## config.mk

```make
export PLATFORM = sky130hd
export DESIGN_NAME = ledft_core
export DESIGN_NICKNAME = d
export VERILOG_FILES = /design/src/rtl/ledft_pkg.sv /design/src/rtl/ledft_core.sv /design/src/rtl/ledft_sync.sv /design/src/rtl/ledft_split.sv
export SDC_FILE = /design/constraint.sdc
export NUM_CORES = 1
export LEC_CHECK = 0
export ABC_AREA = 1
export CORE_ASPECT_RATIO = 1.2
export CORE_MARGIN = 1.5
export CORE_UTILIZATION = 65
export DETAILED_ROUTE_END_ITERATION = 10
export DONT_BUFFER_PORTS = 1
export HOLD_SLACK_MARGIN = 0.05
export PLACE_DENSITY = 0.81
export SKIP_LAST_GASP = 1
export SYNTH_ARGS = -nofsm -noshare
export SYNTH_HDL_FRONTEND = slang
export SYNTH_SLANG_ARGS = --single-unit
```

## constraint.sdc

```tcl
create_clock -name sys_clk -period 9.5 [get_ports sys_clk]
set_input_delay 0.475 -clock sys_clk [delete_from_list [all_inputs] [get_ports sys_clk]]
set_output_delay 0.475 -clock sys_clk [all_outputs]
set_load 0.01 [all_outputs]
```

## src/rtl/ledft_pkg.sv

```systemverilog
// Constants, carriers and state types shared by the flash/torch control block
package ledft_pkg;
	// Register offsets
	localparam logic [7:0] ADDR_MODE = 8'h01;
	localparam logic [7:0] ADDR_MONCFG = 8'h02;
	localparam logic [7:0] ADDR_TIMING = 8'h04;
	localparam logic [7:0] ADDR_CEIL = 8'h05;
	localparam logic [7:0] ADDR_FLASH_LVL = 8'h06;
	localparam logic [7:0] ADDR_TORCH_LVL = 8'h07;
	localparam logic [7:0] ADDR_FLAGS = 8'h08;
	// Reset values
	localparam logic [7:0] MODE_RST = 8'h00;
	localparam logic [7:0] MONCFG_RST = 8'h00;
	localparam logic [7:0] TIMING_RST = 8'h00;
	localparam logic [7:0] CEIL_RST = 8'h00;
	localparam logic [7:0] LVL_RST = 8'h00;
	localparam logic [7:0] FLAGS_RST = 8'h00;
	// Field positions
	localparam int unsigned MODE_M0_BIT = 0;
	localparam int unsigned MODE_M1_BIT = 1;
	localparam int unsigned MODE_STROBE_EN_BIT = 2;
	localparam int unsigned MODE_TORCH_EN_BIT = 3;
	localparam int unsigned MODE_TX_EN_BIT = 4;
	localparam int unsigned CEIL_FLASH_LSB = 0;
	localparam int unsigned CEIL_TORCH_LSB = 4;
	localparam int unsigned MON_THR_LSB = 3;
	localparam int unsigned MON_HYS_LSB = 1;
	localparam int unsigned TMO_SEL_LSB = 0;
	localparam int unsigned FLAG_TMO_BIT = 0;
	localparam int unsigned FLAG_MON_BIT = 3;
	// Level code width and ceiling fill bits (ceiling code sits in the top bits)
	localparam int unsigned LVL_W = 7;
	localparam logic [2:0] FLASH_CEIL_FILL = 3'h7;
	localparam logic [3:0] TORCH_CEIL_FILL = 4'hf;
	// Timing
	localparam longint unsigned CLK_HZ = 50000000;
	localparam longint unsigned TMO_STEP_MS = 50;
	localparam int unsigned TMO_STEP_CYCLES_DEF = int'(CLK_HZ / 1000 * TMO_STEP_MS);
	localparam int unsigned RAMP_STEP_CYCLES_DEF = 16;
	// Monitor mode encodings
	localparam logic [1:0] MON_OFF = 2'h0;
	localparam logic [1:0] MON_HOLD = 2'h1;
	localparam logic [1:0] MON_DOWN = 2'h2;
	localparam logic [1:0] MON_UPDN = 2'h3;

	typedef struct packed {
		logic strobe;
		logic torch;
		logic tx;
	} ledft_pins_s;

	typedef struct packed {
		logic outReady;
		logic lowHeadroom;
		logic monBelow;
		logic monAboveHyst;
	} ledft_ana_s;

	typedef enum logic [1:0] {ST_OFF, ST_PRECHG, ST_ON} ledft_state_e;
endpackage : ledft_pkg

```

## src/rtl/ledft_core.sv

```systemverilog
// Flash/torch control core: registers, sequencing, ramp, split, sync override, monitor
// Operation
// - Flash offers 128 levels, zero to 1500 mA
// - Flash ceiling bits 3:0, flash level 6:0
// - Flash starts by mode bits or strobe rise
// - Flash current steps through every code
// - Second source gets flash ceiling minus first
// - First over ceiling: clamp it, second off
// - Flash completion clears mode bits; host resets
// - Torch offers 128 levels, zero to 187.5 mA
// - Torch ceiling bits 6:4, torch level 6:0
// - Torch starts by register or pin, ramps
// - Second source gets torch ceiling minus first
// - First over torch ceiling: clamp, second off
// - Flash timeout never affects torch
// - Sources off during precharge, then ramp up
// - Start in pass, boost on low headroom
// - Sync high during flash forces torch level
// - Sync low restores previous flash level
// - Timeout turns current off regardless of sync
// - Sync enable bit zero ignores sync input
// - Monitor threshold bits 4:3, hysteresis 2:1
// - Down crossing sets flag bit 3
// - Stop-and-hold freezes ramp on crossing
// - Down-only lowers, never raises until next flash
// - Up-and-down lowers and raises continually
// - Timeout bits 2:0, 50 to 400 ms
// - Timeout clears mode bits, sets flag 0
`timescale 1ns/1ps
`default_nettype none
module ledft_core import ledft_pkg::*; #(
	parameter int unsigned TMO_STEP_CYCLES = TMO_STEP_CYCLES_DEF,
	parameter int unsigned STEP_CYCLES = RAMP_STEP_CYCLES_DEF
) (
	// Clock and reset
	input wire logic sys_clk,
	input wire logic srst,
	// Register port from the serial interface
	input wire logic regWrEn,
	input wire logic regRdEn,
	input wire logic [7:0] regAddr,
	input wire logic [7:0] regWrData,
	output logic [7:0] regRdData,
	// Asynchronous pins and analog indications
	input wire ledft_pins_s pinsIn,
	input wire ledft_ana_s anaIn,
	input wire logic [1:0] monitorMode,
	// Current source controls
	output logic [LVL_W-1:0] firstCode,
	output logic [LVL_W-1:0] secondCode,
	output logic firstOn,
	output logic secondOn,
	// Converter and monitor controls
	output logic prechargeOn,
	output logic boostOn,
	output logic [1:0] monThreshSel,
	output logic [1:0] monHystSel
);
	localparam logic [15:0] STEP_LAST = 16'(STEP_CYCLES - 1);

	function automatic logic [LVL_W-1:0] stepLevel(input logic [LVL_W-1:0] cur, input logic [LVL_W-1:0] tgt,
		input logic up, input logic down);
		if (down && cur != '0) begin
			stepLevel = cur - 7'h1;
		end else if (up && cur < tgt) begin
			stepLevel = cur + 7'h1;
		end else if (cur > tgt) begin
			stepLevel = cur - 7'h1;
		end else begin
			stepLevel = cur;
		end
	endfunction : stepLevel

	ledft_pins_s pinsS;
	ledft_ana_s anaS;
	ledft_state_e stateQ;
	ledft_state_e stateD;
	logic [7:0] modeQ, monCfgQ, timingQ, ceilQ, flashLvlQ, torchLvlQ, flagsQ;
	logic [7:0] modeD, flagsD, rdMux, rdDataQ;
	logic strobePrevQ, torchPrevQ, belowPrevQ;
	logic isFlashQ, extQ, holdQ, decQ, downSeenQ, boostQ;
	logic [15:0] stepCntQ;
	logic [31:0] tmoCntQ, tmoLimit;
	logic [LVL_W-1:0] curQ [2];
	logic [LVL_W-1:0] curD [2];
	logic [LVL_W-1:0] tgt [2];
	logic [LVL_W-1:0] flashTgt [2];
	logic [LVL_W-1:0] torchTgt [2];
	logic [LVL_W-1:0] flashCeil, torchCeil;
	logic [LVL_W-1:0] firstCodeQ, secondCodeQ;
	logic firstOnQ, secondOnQ, prechargeQ;
	logic flashSecondEn, torchSecondEn;
	logic m0, m1, strobeRise, torchRise, belowRise;
	logic intFlashReq, extFlashReq, intTorchReq, extTorchReq, startReq, startFlash;
	logic endReq, tmoHit, flashDone, txAct, useTorchOut, stepTick, rampFreeze, ramping;
	logic monHold, monDown, monUpDn, allowUp, forceDown;
	logic modeWr, flagsRd, tmoSet, monSet;

	ledft_sync #(.WIDTH($bits(ledft_pins_s))) uPinSync (
		.sys_clk(sys_clk),
		.srst(srst),
		.asyncIn(pinsIn),
		.syncOut(pinsS)
	);

	ledft_sync #(.WIDTH($bits(ledft_ana_s))) uAnaSync (
		.sys_clk(sys_clk),
		.srst(srst),
		.asyncIn(anaIn),
		.syncOut(anaS)
	);

	// Ceiling code fills the top bits so full scale reaches code 127
	assign flashCeil = {ceilQ[CEIL_FLASH_LSB +: 4], FLASH_CEIL_FILL};
	assign torchCeil = {ceilQ[CEIL_TORCH_LSB +: 3], TORCH_CEIL_FILL};

	ledft_split uFlashSplit (
		.ceilCode(flashCeil),
		.level(flashLvlQ[LVL_W-1:0]),
		.firstTgt(flashTgt[0]),
		.secondTgt(flashTgt[1]),
		.secondEn(flashSecondEn)
	);

	ledft_split uTorchSplit (
		.ceilCode(torchCeil),
		.level(torchLvlQ[LVL_W-1:0]),
		.firstTgt(torchTgt[0]),
		.secondTgt(torchTgt[1]),
		.secondEn(torchSecondEn)
	);

	// Start decoding
	assign m0 = modeQ[MODE_M0_BIT];
	assign m1 = modeQ[MODE_M1_BIT];
	assign strobeRise = pinsS.strobe & ~strobePrevQ;
	assign torchRise = pinsS.torch & ~torchPrevQ;
	assign belowRise = anaS.monBelow & ~belowPrevQ;
	assign intFlashReq = m1 & m0 & ~modeQ[MODE_STROBE_EN_BIT];
	assign extFlashReq = m1 & m0 & modeQ[MODE_STROBE_EN_BIT] & strobeRise;
	assign intTorchReq = m1 & ~m0;
	assign extTorchReq = ~m1 & modeQ[MODE_TORCH_EN_BIT] & torchRise;
	assign startFlash = intFlashReq | extFlashReq;
	assign startReq = startFlash | intTorchReq | extTorchReq;

	// Stop decoding; a pin-started event ends with its pin
	assign endReq = isFlashQ ? (~(m1 & m0) | (extQ & ~pinsS.strobe))
		: (extQ ? ~pinsS.torch : ~(m1 & ~m0));

	// Timeout counts only during flash
	assign tmoLimit = 32'((32'(timingQ[TMO_SEL_LSB +: 3]) + 32'h1) * TMO_STEP_CYCLES);
	assign tmoHit = isFlashQ & (stateQ == ST_ON) & (tmoCntQ == tmoLimit - 32'h1);
	assign flashDone = isFlashQ & (stateQ != ST_OFF) & (endReq | tmoHit);

	// Sync override
	assign txAct = pinsS.tx & modeQ[MODE_TX_EN_BIT] & isFlashQ & (stateQ == ST_ON);
	assign useTorchOut = ~isFlashQ | txAct;

	// Monitor mode decode
	assign monHold = monitorMode == MON_HOLD;
	assign monDown = monitorMode == MON_DOWN;
	assign monUpDn = monitorMode == MON_UPDN;
	assign monThreshSel = monCfgQ[MON_THR_LSB +: 2];
	assign monHystSel = monCfgQ[MON_HYS_LSB +: 2];
	assign allowUp = ~isFlashQ | (monUpDn ? ~decQ : (monDown ? ~downSeenQ : 1'b1));
	assign forceDown = isFlashQ & decQ & (monDown | monUpDn);

	// Ramp pacing; the flash ramp is frozen, not rewound, while overridden
	assign stepTick = (stateQ == ST_ON) & (stepCntQ == STEP_LAST);
	assign rampFreeze = txAct | holdQ;
	assign ramping = (curQ[0] != tgt[0]) | (curQ[1] != tgt[1]);

	genvar i;
	generate
		for (i = 0; i < 2; i++) begin : g_src
			assign tgt[i] = isFlashQ ? flashTgt[i] : torchTgt[i];
			assign curD[i] = (stateQ != ST_ON) ? '0
				: ((stepTick & ~rampFreeze) ? stepLevel(curQ[i], tgt[i], allowUp, forceDown) : curQ[i]);
		end
	endgenerate

	// Sequencer
	always_comb begin
		stateD = stateQ;
		case (stateQ)
			ST_OFF: begin
				if (startReq) begin
					stateD = ST_PRECHG;
				end
			end
			ST_PRECHG: begin
				if (endReq) begin
					stateD = ST_OFF;
				end else if (anaS.outReady) begin
					stateD = ST_ON;
				end
			end
			ST_ON: begin
				if (endReq | tmoHit) begin
					stateD = ST_OFF;
				end
			end
			default: begin
				stateD = ST_OFF;
			end
		endcase
	end

	// Register access
	assign modeWr = regWrEn & (regAddr == ADDR_MODE);
	assign flagsRd = regRdEn & (regAddr == ADDR_FLAGS);
	assign modeD = modeWr ? regWrData : (flashDone ? {modeQ[7:2], 2'h0} : modeQ);
	assign tmoSet = tmoHit;
	assign monSet = belowRise;
	// Event set wins over read-to-clear
	assign flagsD = (flagsRd ? FLAGS_RST : flagsQ) | (8'(tmoSet) << FLAG_TMO_BIT)
		| (8'(monSet) << FLAG_MON_BIT);
	assign rdMux = (regAddr == ADDR_MODE) ? modeQ
		: (regAddr == ADDR_MONCFG) ? monCfgQ
		: (regAddr == ADDR_TIMING) ? timingQ
		: (regAddr == ADDR_CEIL) ? ceilQ
		: (regAddr == ADDR_FLASH_LVL) ? flashLvlQ
		: (regAddr == ADDR_TORCH_LVL) ? torchLvlQ
		: (regAddr == ADDR_FLAGS) ? flagsQ : 8'h00;

	always_ff @(posedge sys_clk) begin
		if (srst) begin
			modeQ <= MODE_RST;
			monCfgQ <= MONCFG_RST;
			timingQ <= TIMING_RST;
			ceilQ <= CEIL_RST;
			flashLvlQ <= LVL_RST;
			torchLvlQ <= LVL_RST;
			flagsQ <= FLAGS_RST;
			rdDataQ <= 8'h00;
		end else begin
			modeQ <= modeD;
			flagsQ <= flagsD;
			monCfgQ <= (regWrEn && regAddr == ADDR_MONCFG) ? regWrData : monCfgQ;
			timingQ <= (regWrEn && regAddr == ADDR_TIMING) ? regWrData : timingQ;
			ceilQ <= (regWrEn && regAddr == ADDR_CEIL) ? regWrData : ceilQ;
			flashLvlQ <= (regWrEn && regAddr == ADDR_FLASH_LVL) ? regWrData : flashLvlQ;
			torchLvlQ <= (regWrEn && regAddr == ADDR_TORCH_LVL) ? regWrData : torchLvlQ;
			rdDataQ <= regRdEn ? rdMux : rdDataQ;
		end
	end

	// Sequencer, counters and monitor state
	always_ff @(posedge sys_clk) begin
		if (srst) begin
			stateQ <= ST_OFF;
			isFlashQ <= 1'b0;
			extQ <= 1'b0;
			strobePrevQ <= 1'b0;
			torchPrevQ <= 1'b0;
			belowPrevQ <= 1'b0;
			stepCntQ <= 16'h0000;
			tmoCntQ <= 32'h0;
			curQ[0] <= '0;
			curQ[1] <= '0;
		end else begin
			stateQ <= stateD;
			strobePrevQ <= pinsS.strobe;
			torchPrevQ <= pinsS.torch;
			belowPrevQ <= anaS.monBelow;
			if (stateQ == ST_OFF && startReq) begin
				isFlashQ <= startFlash;
				extQ <= startFlash ? extFlashReq : extTorchReq;
			end
			stepCntQ <= (stateQ != ST_ON || stepTick) ? 16'h0000 : stepCntQ + 16'h0001;
			tmoCntQ <= (isFlashQ && stateQ == ST_ON) ? tmoCntQ + 32'h1 : 32'h0;
			curQ[0] <= curD[0];
			curQ[1] <= curD[1];
		end
	end

	always_ff @(posedge sys_clk) begin
		if (srst) begin
			holdQ <= 1'b0;
			decQ <= 1'b0;
			downSeenQ <= 1'b0;
		end else if (stateQ != ST_ON || !isFlashQ) begin
			holdQ <= 1'b0;
			decQ <= 1'b0;
			downSeenQ <= 1'b0;
		end else begin
			holdQ <= holdQ | (monHold & anaS.monBelow & ramping);
			decQ <= (monDown | monUpDn) & (anaS.monBelow | (decQ & ~anaS.monAboveHyst));
			downSeenQ <= downSeenQ | (monDown & anaS.monBelow);
		end
	end

	// Outputs follow the next state so a stop shows on the same edge
	always_ff @(posedge sys_clk) begin
		if (srst) begin
			firstCodeQ <= '0;
			secondCodeQ <= '0;
			firstOnQ <= 1'b0;
			secondOnQ <= 1'b0;
			prechargeQ <= 1'b0;
			boostQ <= 1'b0;
		end else begin
			firstCodeQ <= (stateD == ST_ON) ? (txAct ? torchTgt[0] : curD[0]) : '0;
			secondCodeQ <= (stateD == ST_ON) ? (txAct ? torchTgt[1] : curD[1]) : '0;
			firstOnQ <= stateD == ST_ON;
			secondOnQ <= (stateD == ST_ON) & (useTorchOut ? torchSecondEn : flashSecondEn);
			prechargeQ <= stateD == ST_PRECHG;
			boostQ <= (stateD == ST_OFF) ? 1'b0 : (boostQ | ((stateQ == ST_ON) & anaS.lowHeadroom));
		end
	end

	assign regRdData = rdDataQ;
	assign firstCode = firstCodeQ;
	assign secondCode = secondCodeQ;
	assign firstOn = firstOnQ;
	assign secondOn = secondOnQ;
	assign prechargeOn = prechargeQ;
	assign boostOn = boostQ;

	// Checks
	logic [LVL_W-1:0] cur0;
	assign cur0 = curQ[0];

	property p_tmo_clear;
		@(posedge sys_clk) disable iff (srst) tmoHit && !modeWr |=> modeQ[1:0] == 2'h0 && flagsQ[FLAG_TMO_BIT];
	endproperty
	a_tmo_clear: assert property (p_tmo_clear) else $error("timeout did not clear mode or set flag");

	property p_tmo_off;
		@(posedge sys_clk) disable iff (srst) tmoHit |=> firstCode == '0 && !firstOn && !secondOn;
	endproperty
	a_tmo_off: assert property (p_tmo_off) else $error("current left on after timeout");

	property p_flash_sum;
		@(posedge sys_clk) disable iff (srst) flashSecondEn |-> 7'(flashTgt[0] + flashTgt[1]) == flashCeil;
	endproperty
	a_flash_sum: assert property (p_flash_sum) else $error("flash split does not sum to ceiling");

	property p_flash_over;
		@(posedge sys_clk) disable iff (srst)
			flashLvlQ[6:0] > flashCeil |-> flashTgt[0] == flashCeil && !flashSecondEn;
	endproperty
	a_flash_over: assert property (p_flash_over) else $error("flash over ceiling not clamped");

	property p_torch_over;
		@(posedge sys_clk) disable iff (srst)
			torchLvlQ[6:0] > torchCeil |-> torchTgt[0] == torchCeil && !torchSecondEn;
	endproperty
	a_torch_over: assert property (p_torch_over) else $error("torch over ceiling not clamped");

	property p_ramp_step;
		@(posedge sys_clk) disable iff (srst) stateQ == ST_ON && $past(stateQ) == ST_ON |->
			cur0 == $past(cur0) || cur0 == 7'($past(cur0) + 7'h1) || 7'(cur0 + 7'h1) == $past(cur0);
	endproperty
	a_ramp_step: assert property (p_ramp_step) else $error("ramp skipped a code");

	property p_prechg_off;
		@(posedge sys_clk) disable iff (srst) stateQ == ST_PRECHG |-> !firstOn && !secondOn && prechargeOn;
	endproperty
	a_prechg_off: assert property (p_prechg_off) else $error("source on during precharge");

	property p_torch_no_tmo;
		@(posedge sys_clk) disable iff (srst) !isFlashQ |-> !tmoHit && tmoCntQ == 32'h0;
	endproperty
	a_torch_no_tmo: assert property (p_torch_no_tmo) else $error("timeout active in torch");

	property p_mon_flag;
		@(posedge sys_clk) disable iff (srst) belowRise |=> flagsQ[FLAG_MON_BIT];
	endproperty
	a_mon_flag: assert property (p_mon_flag) else $error("monitor flag not set");

	property p_tx_ignore;
		@(posedge sys_clk) disable iff (srst) !modeQ[MODE_TX_EN_BIT] |-> !txAct;
	endproperty
	a_tx_ignore: assert property (p_tx_ignore) else $error("sync acted while disabled");

	property p_tx_level;
		@(posedge sys_clk) disable iff (srst) txAct && stateD == ST_ON |=> firstCode == $past(torchTgt[0]);
	endproperty
	a_tx_level: assert property (p_tx_level) else $error("override not at torch level");

	property p_pass_start;
		@(posedge sys_clk) disable iff (srst) stateQ == ST_OFF |-> !boostOn;
	endproperty
	a_pass_start: assert property (p_pass_start) else $error("boost while off");

	property p_hold;
		@(posedge sys_clk) disable iff (srst) holdQ && $past(holdQ) |-> $stable(cur0);
	endproperty
	a_hold: assert property (p_hold) else $error("ramp moved while held");

	c_flash_tmo: cover property (@(posedge sys_clk) disable iff (srst) tmoHit);
	c_tx: cover property (@(posedge sys_clk) disable iff (srst) txAct ##1 !txAct && stateQ == ST_ON);
	c_torch: cover property (@(posedge sys_clk) disable iff (srst) stateQ == ST_ON && !isFlashQ);
	c_mon: cover property (@(posedge sys_clk) disable iff (srst) belowRise && isFlashQ);
endmodule : ledft_core
`default_nettype wire

```

## src/rtl/ledft_sync.sv

```systemverilog
// Two-flop synchroniser for a group of asynchronous levels
`timescale 1ns/1ps
`default_nettype none
module ledft_sync import ledft_pkg::*; #(
	parameter int WIDTH = 1
) (
	// Clock and reset
	input wire logic sys_clk,
	input wire logic srst,
	// Levels
	input wire logic [WIDTH-1:0] asyncIn,
	output logic [WIDTH-1:0] syncOut
);
	genvar i;
	generate
		for (i = 0; i < WIDTH; i++) begin : g_bit
			logic meta_q;
			logic sync_q;
			always_ff @(posedge sys_clk) begin
				if (srst) begin
					meta_q <= 1'b0;
					sync_q <= 1'b0;
				end else begin
					meta_q <= asyncIn[i];
					sync_q <= meta_q;
				end
			end
			assign syncOut[i] = sync_q;
		end
	endgenerate
endmodule : ledft_sync
`default_nettype wire

```

## src/rtl/ledft_split.sv

```systemverilog
// Splits a ceiling between the first and second current sources
`timescale 1ns/1ps
`default_nettype none
module ledft_split import ledft_pkg::*; (
	// Settings
	input wire logic [LVL_W-1:0] ceilCode,
	input wire logic [LVL_W-1:0] level,
	// Targets
	output logic [LVL_W-1:0] firstTgt,
	output logic [LVL_W-1:0] secondTgt,
	output logic secondEn
);
	logic over;
	assign over = level > ceilCode;
	assign firstTgt = over ? ceilCode : level;
	assign secondTgt = over ? '0 : ceilCode - level;
	assign secondEn = ~over;
endmodule : ledft_split
`default_nettype wire

```

== Word-level counts from Yosys, hierarchy flattened ==
Memory sizes are Yosys's and may differ from the RTL's.
Index checks and enable logic that the tools add are counted.

* Bits in latches: 0
* Output and inout bits: 30
* Memory bits (read-only): 0
* Memory bits (writable): 14
* Memories kept: 1
* Flip-flop bits (word level): 154

* Shift operators: 0
* Equality and inequality tests: 19
* Add/subtract/negate cells: 10
* Reduce and logical (&&, ||, !) cells: 25
* $lt $le $gt $ge: 6
* Muxes and demuxes: 44
* Bitwise logic cells: 68
* Div/mod/pow operators: 0
* Multiply operators: 1

{| class="wikitable"
|+ Memories
! memory !! words !! bits a word !! rd ports !! clocked after Yosys merged registers in !! write ports !! line !! text
|-
| curQ || 2 || 7 || 2 || 0 || 2 || ledft_core.sv:84 || <nowiki>logic [LVL_W-1:0] curQ [2];</nowiki>
|}

{| class="wikitable"
|+ Operators by type and width
! operator !! count
|-
| $mux 7 || 20
|-
| $mux 8 || 9
|-
| $add 32x1->32 const B || 1
|-
| $eq 32x32->1 || 1
|-
| $eq 8x3->1 const B || 4
|-
| $and 1x1->1 || 31
|-
| $gt 7x7->1 || 4
|-
| $sub 26x1->27 const B || 1
|-
| $mul 4x17->21 const B || 1
|-
| $not 1->1 || 19
|-
| $add 16x1->16 const B || 1
|-
| $eq 16x4->1 const B || 1
|-
| $or 1x1->1 || 16
|-
| $add 7x1->7 const B || 2
|-
| $lt 7x7->1 || 2
|-
| $ne 7x7->1 || 2
|-
| $reduce_bool 7->1 || 2
|-
| $sub 7x1->7 const B || 2
|-
| $sub 7x7->7 || 2
|-
| $logic_and 1x1->1 || 11
|-
| $mux 2 || 5
|-
| $reduce_or 2->1 || 5
|-
| $mux 1 || 9
|-
| $eq 2x2->1 const B || 4
|-
| 13 further kinds || 18
|}

== Depth between registers and ports, before layout ==
* Word-level depth: 11
* Gate-level depth with buffers: 31
* Gate-level depth less buffers: 29

== Cells and area by module ==
From an unflattened synthesis, not the netlist that was laid out.

* Cells, all modules: 1613
* Area total of the unflattened synthesis: 10946.7 um2

{| class="wikitable"
|+ Modules (own cells, without submodules)
! module !! times used !! area each (um2) !! cells each
|-
| ledft_core || 1 || 9420.3 || 1373
|-
| ledft_split (uFlashSplit) || 1 || 568.0 || 95
|-
| ledft_split (uTorchSplit) || 1 || 509.2 || 95
|-
| ledft_sync (uAnaSync) || 1 || 261.5 || 29
|-
| ledft_sync (uPinSync) || 1 || 187.7 || 21
|}

== Least setup slack after synthesis ==
Ideal clock, no wire load.

* Path kind: register to register
* Start point: register timingQ[0]
* End point: register firstCodeQ[1], in the netlist firstCode[1]
* Path buffers: 2
* Arrival: 3.901 ns
* Setup slack: 5.481 ns
* Setup time: 0.119 ns
* Stages on the path, launching flop included: 28
* Path through: dfxtp_1 > buf_2 > inv_1 > ha_1 > ha_1 > xnor2_1 > ha_1 > inv_1 > fa_1 > inv_1 > nand3_1 > nand2_1 > nand2_1 > nand2_1 > nand3_2 > nor2_2 > nand3_2 > nor2_2 > nand4_1 > o21ai_0 > inv_1 > nor2_1 > nand3_2 > nand3_2 > nand2_2 > nand2_4 > buf_12 > nor2_2

* Longest elaborated chain between the ends: 11

{| class="wikitable"
|+ RTL lines
! item !! line !! text
|-
| start: declaration || ledft_core.sv:78 || <nowiki>logic [7:0] modeQ, monCfgQ, timingQ, ceilQ, flashLvlQ, torchLvlQ, flagsQ;</nowiki>
|-
| start signal: assignment || ledft_core.sv:240 || <nowiki>timingQ <= (regWrEn && regAddr == ADDR_TIMING) ? regWrData : timingQ;</nowiki>
|-
| $add 3x1->4 || ledft_core.sv:151 || <nowiki>assign tmoLimit = 32'((32'(timingQ[TMO_SEL_LSB +: 3]) + 32'h1) * TMO_STEP_CYCLES);</nowiki>
|-
| $mul 4x17->21 || ledft_core.sv:151 ||
|-
| $sub 26x1->27 || ledft_core.sv:152 || <nowiki>assign tmoHit = isFlashQ & (stateQ == ST_ON) & (tmoCntQ == tmoLimit - 32'h1);</nowiki>
|-
| $eq 32x32->1 || ledft_core.sv:152 ||
|-
| $and 1x1->1 || ledft_core.sv:152 ||
|-
| $or 1x1->1 || ledft_core.sv:199 || <nowiki>if (endReq | tmoHit) begin</nowiki>
|-
| $mux 2 || ledft_core.sv:199 ||
|-
| $pmux 2 s3 || ledft_core.sv:185 || <nowiki>case (stateQ)</nowiki>
|-
| $eq 2x2->1 || ledft_core.sv:303 || <nowiki>firstCodeQ <= (stateD == ST_ON) ? (txAct ? torchTgt[0] : curD[0]) : '0;</nowiki>
|-
| $not 1->1 (no line) || - ||
|-
| $reduce_or 2->1 (no line) || - ||
|-
| end signal: assignment || ledft_core.sv:303 ||
|-
| end: declaration || ledft_core.sv:90 || <nowiki>logic [LVL_W-1:0] firstCodeQ, secondCodeQ;</nowiki>
|}

Every way passes these cells.
A chain may end at the register's enable or synchronous reset.

== Worst setup path in the final report ==
* Start point: register timingQ[0]
* End point: register boostQ, in the netlist boostOn

* Longest elaborated chain between the ends: 10

{| class="wikitable"
|+ RTL lines
! item !! line !! text
|-
| $add 3x1->4 || ledft_core.sv:151 ||
|-
| $mul 4x17->21 || ledft_core.sv:151 ||
|-
| $sub 26x1->27 || ledft_core.sv:152 ||
|-
| $eq 32x32->1 || ledft_core.sv:152 ||
|-
| $and 1x1->1 || ledft_core.sv:152 ||
|-
| $or 1x1->1 || ledft_core.sv:199 ||
|-
| $mux 2 || ledft_core.sv:199 ||
|-
| $pmux 2 s3 || ledft_core.sv:185 ||
|-
| $logic_not 2->1 || ledft_core.sv:308 || <nowiki>boostQ <= (stateD == ST_OFF) ? 1'b0 : (boostQ | ((stateQ == ST_ON) & anaS.lowHeadroom));</nowiki>
|-
| $reduce_or 2->1 (no line) || - ||
|-
| end signal: assignment || ledft_core.sv:308 ||
|-
| end: declaration || ledft_core.sv:81 || <nowiki>logic isFlashQ, extQ, holdQ, decQ, downSeenQ, boostQ;</nowiki>
|}

Every way passes these cells.

==> summary.md <==
| Metric | Value |
|---|---|
| Nets@finish | 1583 |
| Routed WL per cell | 15.60 um |
| Synth-to-Final Area Change | 6.784% |
| Hold Path Class | input pin to flop |
| DRT Pass-1 Iters | 6 |
| GR Util met3 | 5.836% |
| Pin count of the biggest net entering global routing | 51 |
| Startpoint Class | flop |
| Peak VDD IR | 0.1454 mV |
| Post-Syn Area per Cell | 6.646 um^2 |
| EDFF count, synth | 0 |
| Syn Std Cell Area | 10090 um^2 |
| Ratio of cells with drive above 1 in the final layout | 6.415% |
| M1 GR Usage | 40.96% |
| Worst r2r path cells | 22 |
| GRT busiest layer | met2 |
| Fin. Hold Viols | 0 |
| Beginning of the worst hold path | srst |
| FMAX | 196.3 MHz |
| FF-to-FF setup slack | 4410 ps |
| # H-tree levels | 4 |
| Worst Hold Endpoint | uPinSync.g_bit[2].meta_q$_SDFF_PP0_ |
| Chip Width | 116.7 um |
| CP max FO | 18 |
| Via count | 9886 |
| TritonCTS clock tree | yes |
| # DRC | 0 |
| P_leak | 4.677 nW |
| Worst setup EP type | flop |
| FFs w/ async S/R, synth | 0% |
| Setup CP Type | flop to flop |
| Unrepaired setup endpoints after global routing | no |
| Max-slew violations | 0 |
| Cells after Synth | 1518 |
| GRT Residual Overflow | 0 |
| Vias in the first global route | 9267 |
| Core area | 15080 um^2 |
| First-pass GRT wire length | 44070 um |
| Total GRT Usage | 34.05% |
| Synth Register Bits | 162 |
| Final min period | 5095 ps |
| WHS | 107.3 ps |
| Hold Buf Count CTS | 0 |
| WP data required | 9800 ps |
| Setup-failing EPs final | 0 |
| Final TNS setup | 0 ps |
| Starting density of the core | 66.89% |
| Antenna cell count | 0 |
| PortBufs | 0 |
| Synth Warn # | 0 |
| Power per cell area | 131.8 nW/um^2 |
| Antenna-violating nets left | 0 |
| Full die area | 16280 um^2 |
| Skew-Pair Late Insertion Delay | 440 ps |
| Relative slew slack | 35.00% |
| Register area share after synthesis | 32.15% |
| Yosys cell types | 52 |
| Die H | 139.5 um |
| GR Util met2 | 59.28% |
| Reg clk slew, reported paths | 60 ps |
| Post-Syn Nets | 1602 |
| I/O Pins | 59 |
| Bufs on Longest Clock Path | 2 |
| Top FF cell, synth | dfxtp_1 |
| Initial antenna violation count | 0 |
| Root Buffer | clkbuf_16 |
| Via-to-Cell Ratio | 5.761 |
| Num Clock Sinks | 162 |
| Skew final | 11.24 ps |
| Critical R2R Capture | boostOn$_SDFF_PP0_ |
| Worst Hold Depth | 1 |
| Max-cap viol count | 0 |
| Final wirelength | 26770 um |
| CTS Buf Count | 17 |
| Tcrit/Tclk final | 53.63% |
| Starting DRT DRC Count | 795 |
| Critical R2R Launch | timingQ[0]$_SDFFE_PP0P_ |
| GP Congestion | 0.9540 |
| Worst-margin pin slew | 966.1 ps |
| Crit path DAT | 5400 ps |
| # resized after CTS | 0 |
| Rows | 49 |
| Dpl hpwl | 20050 um |
| Layout filler cell count | 1346 |
| Number of setup buffers added after CTS | 0 |
| Run status | finished clean |
## placed cells by master, fill, tap and decap left out, types with 3 or more instances in the layout
cell / instances
nand2_1: 284
o21ai_0: 112
nand2_2: 11
nor2_4: 4
o22ai_1: 9
nor3_1: 26
a31oi_1: 10
buf_4: 3
inv_1: 222
xor2_1: 30
nor2_2: 16
clkbuf_16: 17
o21a_1: 7
dfxtp_1: 162
ha_1: 51
a21oi_1: 117
nand4_1: 23
xnor2_1: 9
a211oi_1: 3
or2_2: 5
nand3b_1: 4
nor3b_1: 8
nor2_1: 201
inv_6: 4
o21ai_1: 4
inv_2: 9
fa_1: 4
inv_8: 4
nand3_2: 9
nor4_1: 12
nand3_1: 88
o211ai_1: 9
o221ai_1: 3
a221oi_1: 4
## cell type report
type	instances	area (um^2)	share of cell area, %
clock buffers	19	442.9	4.112
clock inverters	13	161.4	1.498
inverters	233	874.6	8.118
multi-input cells	1082	5773	53.59
flip-flops and latches	162	3243	30.10
well taps	204	255.2	2.369
repair buffers	3	22.52	0.2091
## kinds of logic after synthesis
kind of cell	Yosys count	synth area share, %
xor+xnor	41	3.708
mux	1	0.09922
simple gates	699	30.88
buf+inv	274	10.63
compound gates	286	15.42
flops	162	32.15
fa+ha+maj	55	7.119
## registers in the layout, indices dropped and copies added, names as in the netlist, 2 cells and up
register	count
flashLvlQ	8
flagsQ	2
modeQ	8
regRdData	8
uPinSync.g_bit.sync_q	3
secondCode	7
stateQ	2
timingQ	8
curQ	14
uPinSync.g_bit.meta_q	3
monCfgQ	8
uAnaSync.g_bit.meta_q	4
stepCntQ	16
firstCode	7
uAnaSync.g_bit.sync_q	4
ceilQ	8
torchLvlQ	8
tmoCntQ	32
## cells in the mapped netlist, types with 2 or more instances
library cell,number,share of area [%]
nand2_1,284,11
inv_1,222,8.3
nor2_1,201,7.5
dfxtp_1,162,32
a21oi_1,117,5.8
o21ai_0,112,5.6
nand3_1,88,4.4
ha_1,51,6.3
xor2_1,30,2.6
clkbuf_1,29,1.1
nor3_1,26,1.3
nand4_1,23,1.4
nor2_2,16,0.99
nor4_1,12,0.74
nand2_2,11,0.68
a31oi_1,10,0.62
inv_2,9,0.33
nand3_2,9,0.89
o211ai_1,9,0.67
o22ai_1,9,0.56
xnor2_1,9,0.78
nor3b_1,8,0.60
o21a_1,7,0.52
buf_4,6,0.45
or2_2,5,0.31
a221oi_1,4,0.35
buf_2,4,0.20
fa_1,4,0.79
nand3b_1,4,0.30
nor2_4,4,0.45
o21ai_1,4,0.20
a211oi_1,3,0.22
o221ai_1,3,0.26
clkinv_1,2,0.074
nand2_4,2,0.22
o21bai_1,2,0.15
xor2_2,2,0.32
## routing by layer
metal | share of wire (%) | vias up
met1 | 41 | 4558
li1 | - | 4896
met3 | 5.6 | 78
met4 | 3.7 | 0
met5 | 0 | -
met2 | 49 | 354
## worst max path at each step
| stage | slack [ps] | from | to | depth (start not counted) |
|---|---|---|---|---|
| after floorplan | 5480 | timingQ[0]$_SDFFE_PP0P_ | firstCode[1]$_SDFF_PP0_ | 27 |
| final | 4410 | timingQ[0]$_SDFFE_PP0P_ | boostOn$_SDFF_PP0_ | 22 |
| after detailed placement | 4530 | timingQ[0]$_SDFFE_PP0P_ | boostOn$_SDFF_PP0_ | 25 |
| after global placement | 4690 | timingQ[0]$_SDFFE_PP0P_ | boostOn$_SDFF_PP0_ | 24 |
| after CTS | 4500 | timingQ[0]$_SDFFE_PP0P_ | boostOn$_SDFF_PP0_ | 25 |
| after global routing | 3990 | timingQ[0]$_SDFFE_PP0P_ | boostOn$_SDFF_PP0_ | 25 |
## stage by stage
| step | cells | util, % | setup WS, ps | cell area (um^2) | power [mW] |
|---|---|---|---|---|---|
| after floorplan | 1518 | - | 5481 | 10090 | 0.7239 |
| after global placement | 1684 | 67.42 | 4686 | 10170 | 0.7270 |
| after detailed placement | 1684 | 67.42 | 4533 | 10170 | 0.7275 |
| after CTS | 1716 | 71.43 | 4505 | 10770 | 1.423 |
| after global routing | 1716 | 71.43 | 3994 | 10770 | 1.452 |
| final | 1716 | 71.43 | 4405 | 10770 | 1.419 |
## power by group
part / internal (mW) / leakage, nW / total, mW / switching, mW
clock network: 0.404 / 0.297 / 0.706 / 0.302
registers: 0.683 / 1.31 / 0.685 / 0.00203
logic: 0.00905 / 3.07 / 0.0283 / 0.0192
## worst max-delay path, cell delays in order (launching register included)
cell     delay (ps)
dfxtp_1         560
inv_1           310
ha_1            640
ha_1            340
xnor2_1         160
ha_1            270
inv_1            80
fa_1            560
nand4_1         140
nor2_1          230
nand3_2         150
nor2_2          120
nand3_2         110
nor2_2          150
nand4_1         160
o21ai_0         110
inv_1            50
nor2_1          130
nand3_2         150
nand3_2          90
nand2_2          70
nand2_4         220
a21oi_1         130
No activity file was read; power rests on OpenSTA's default activity.
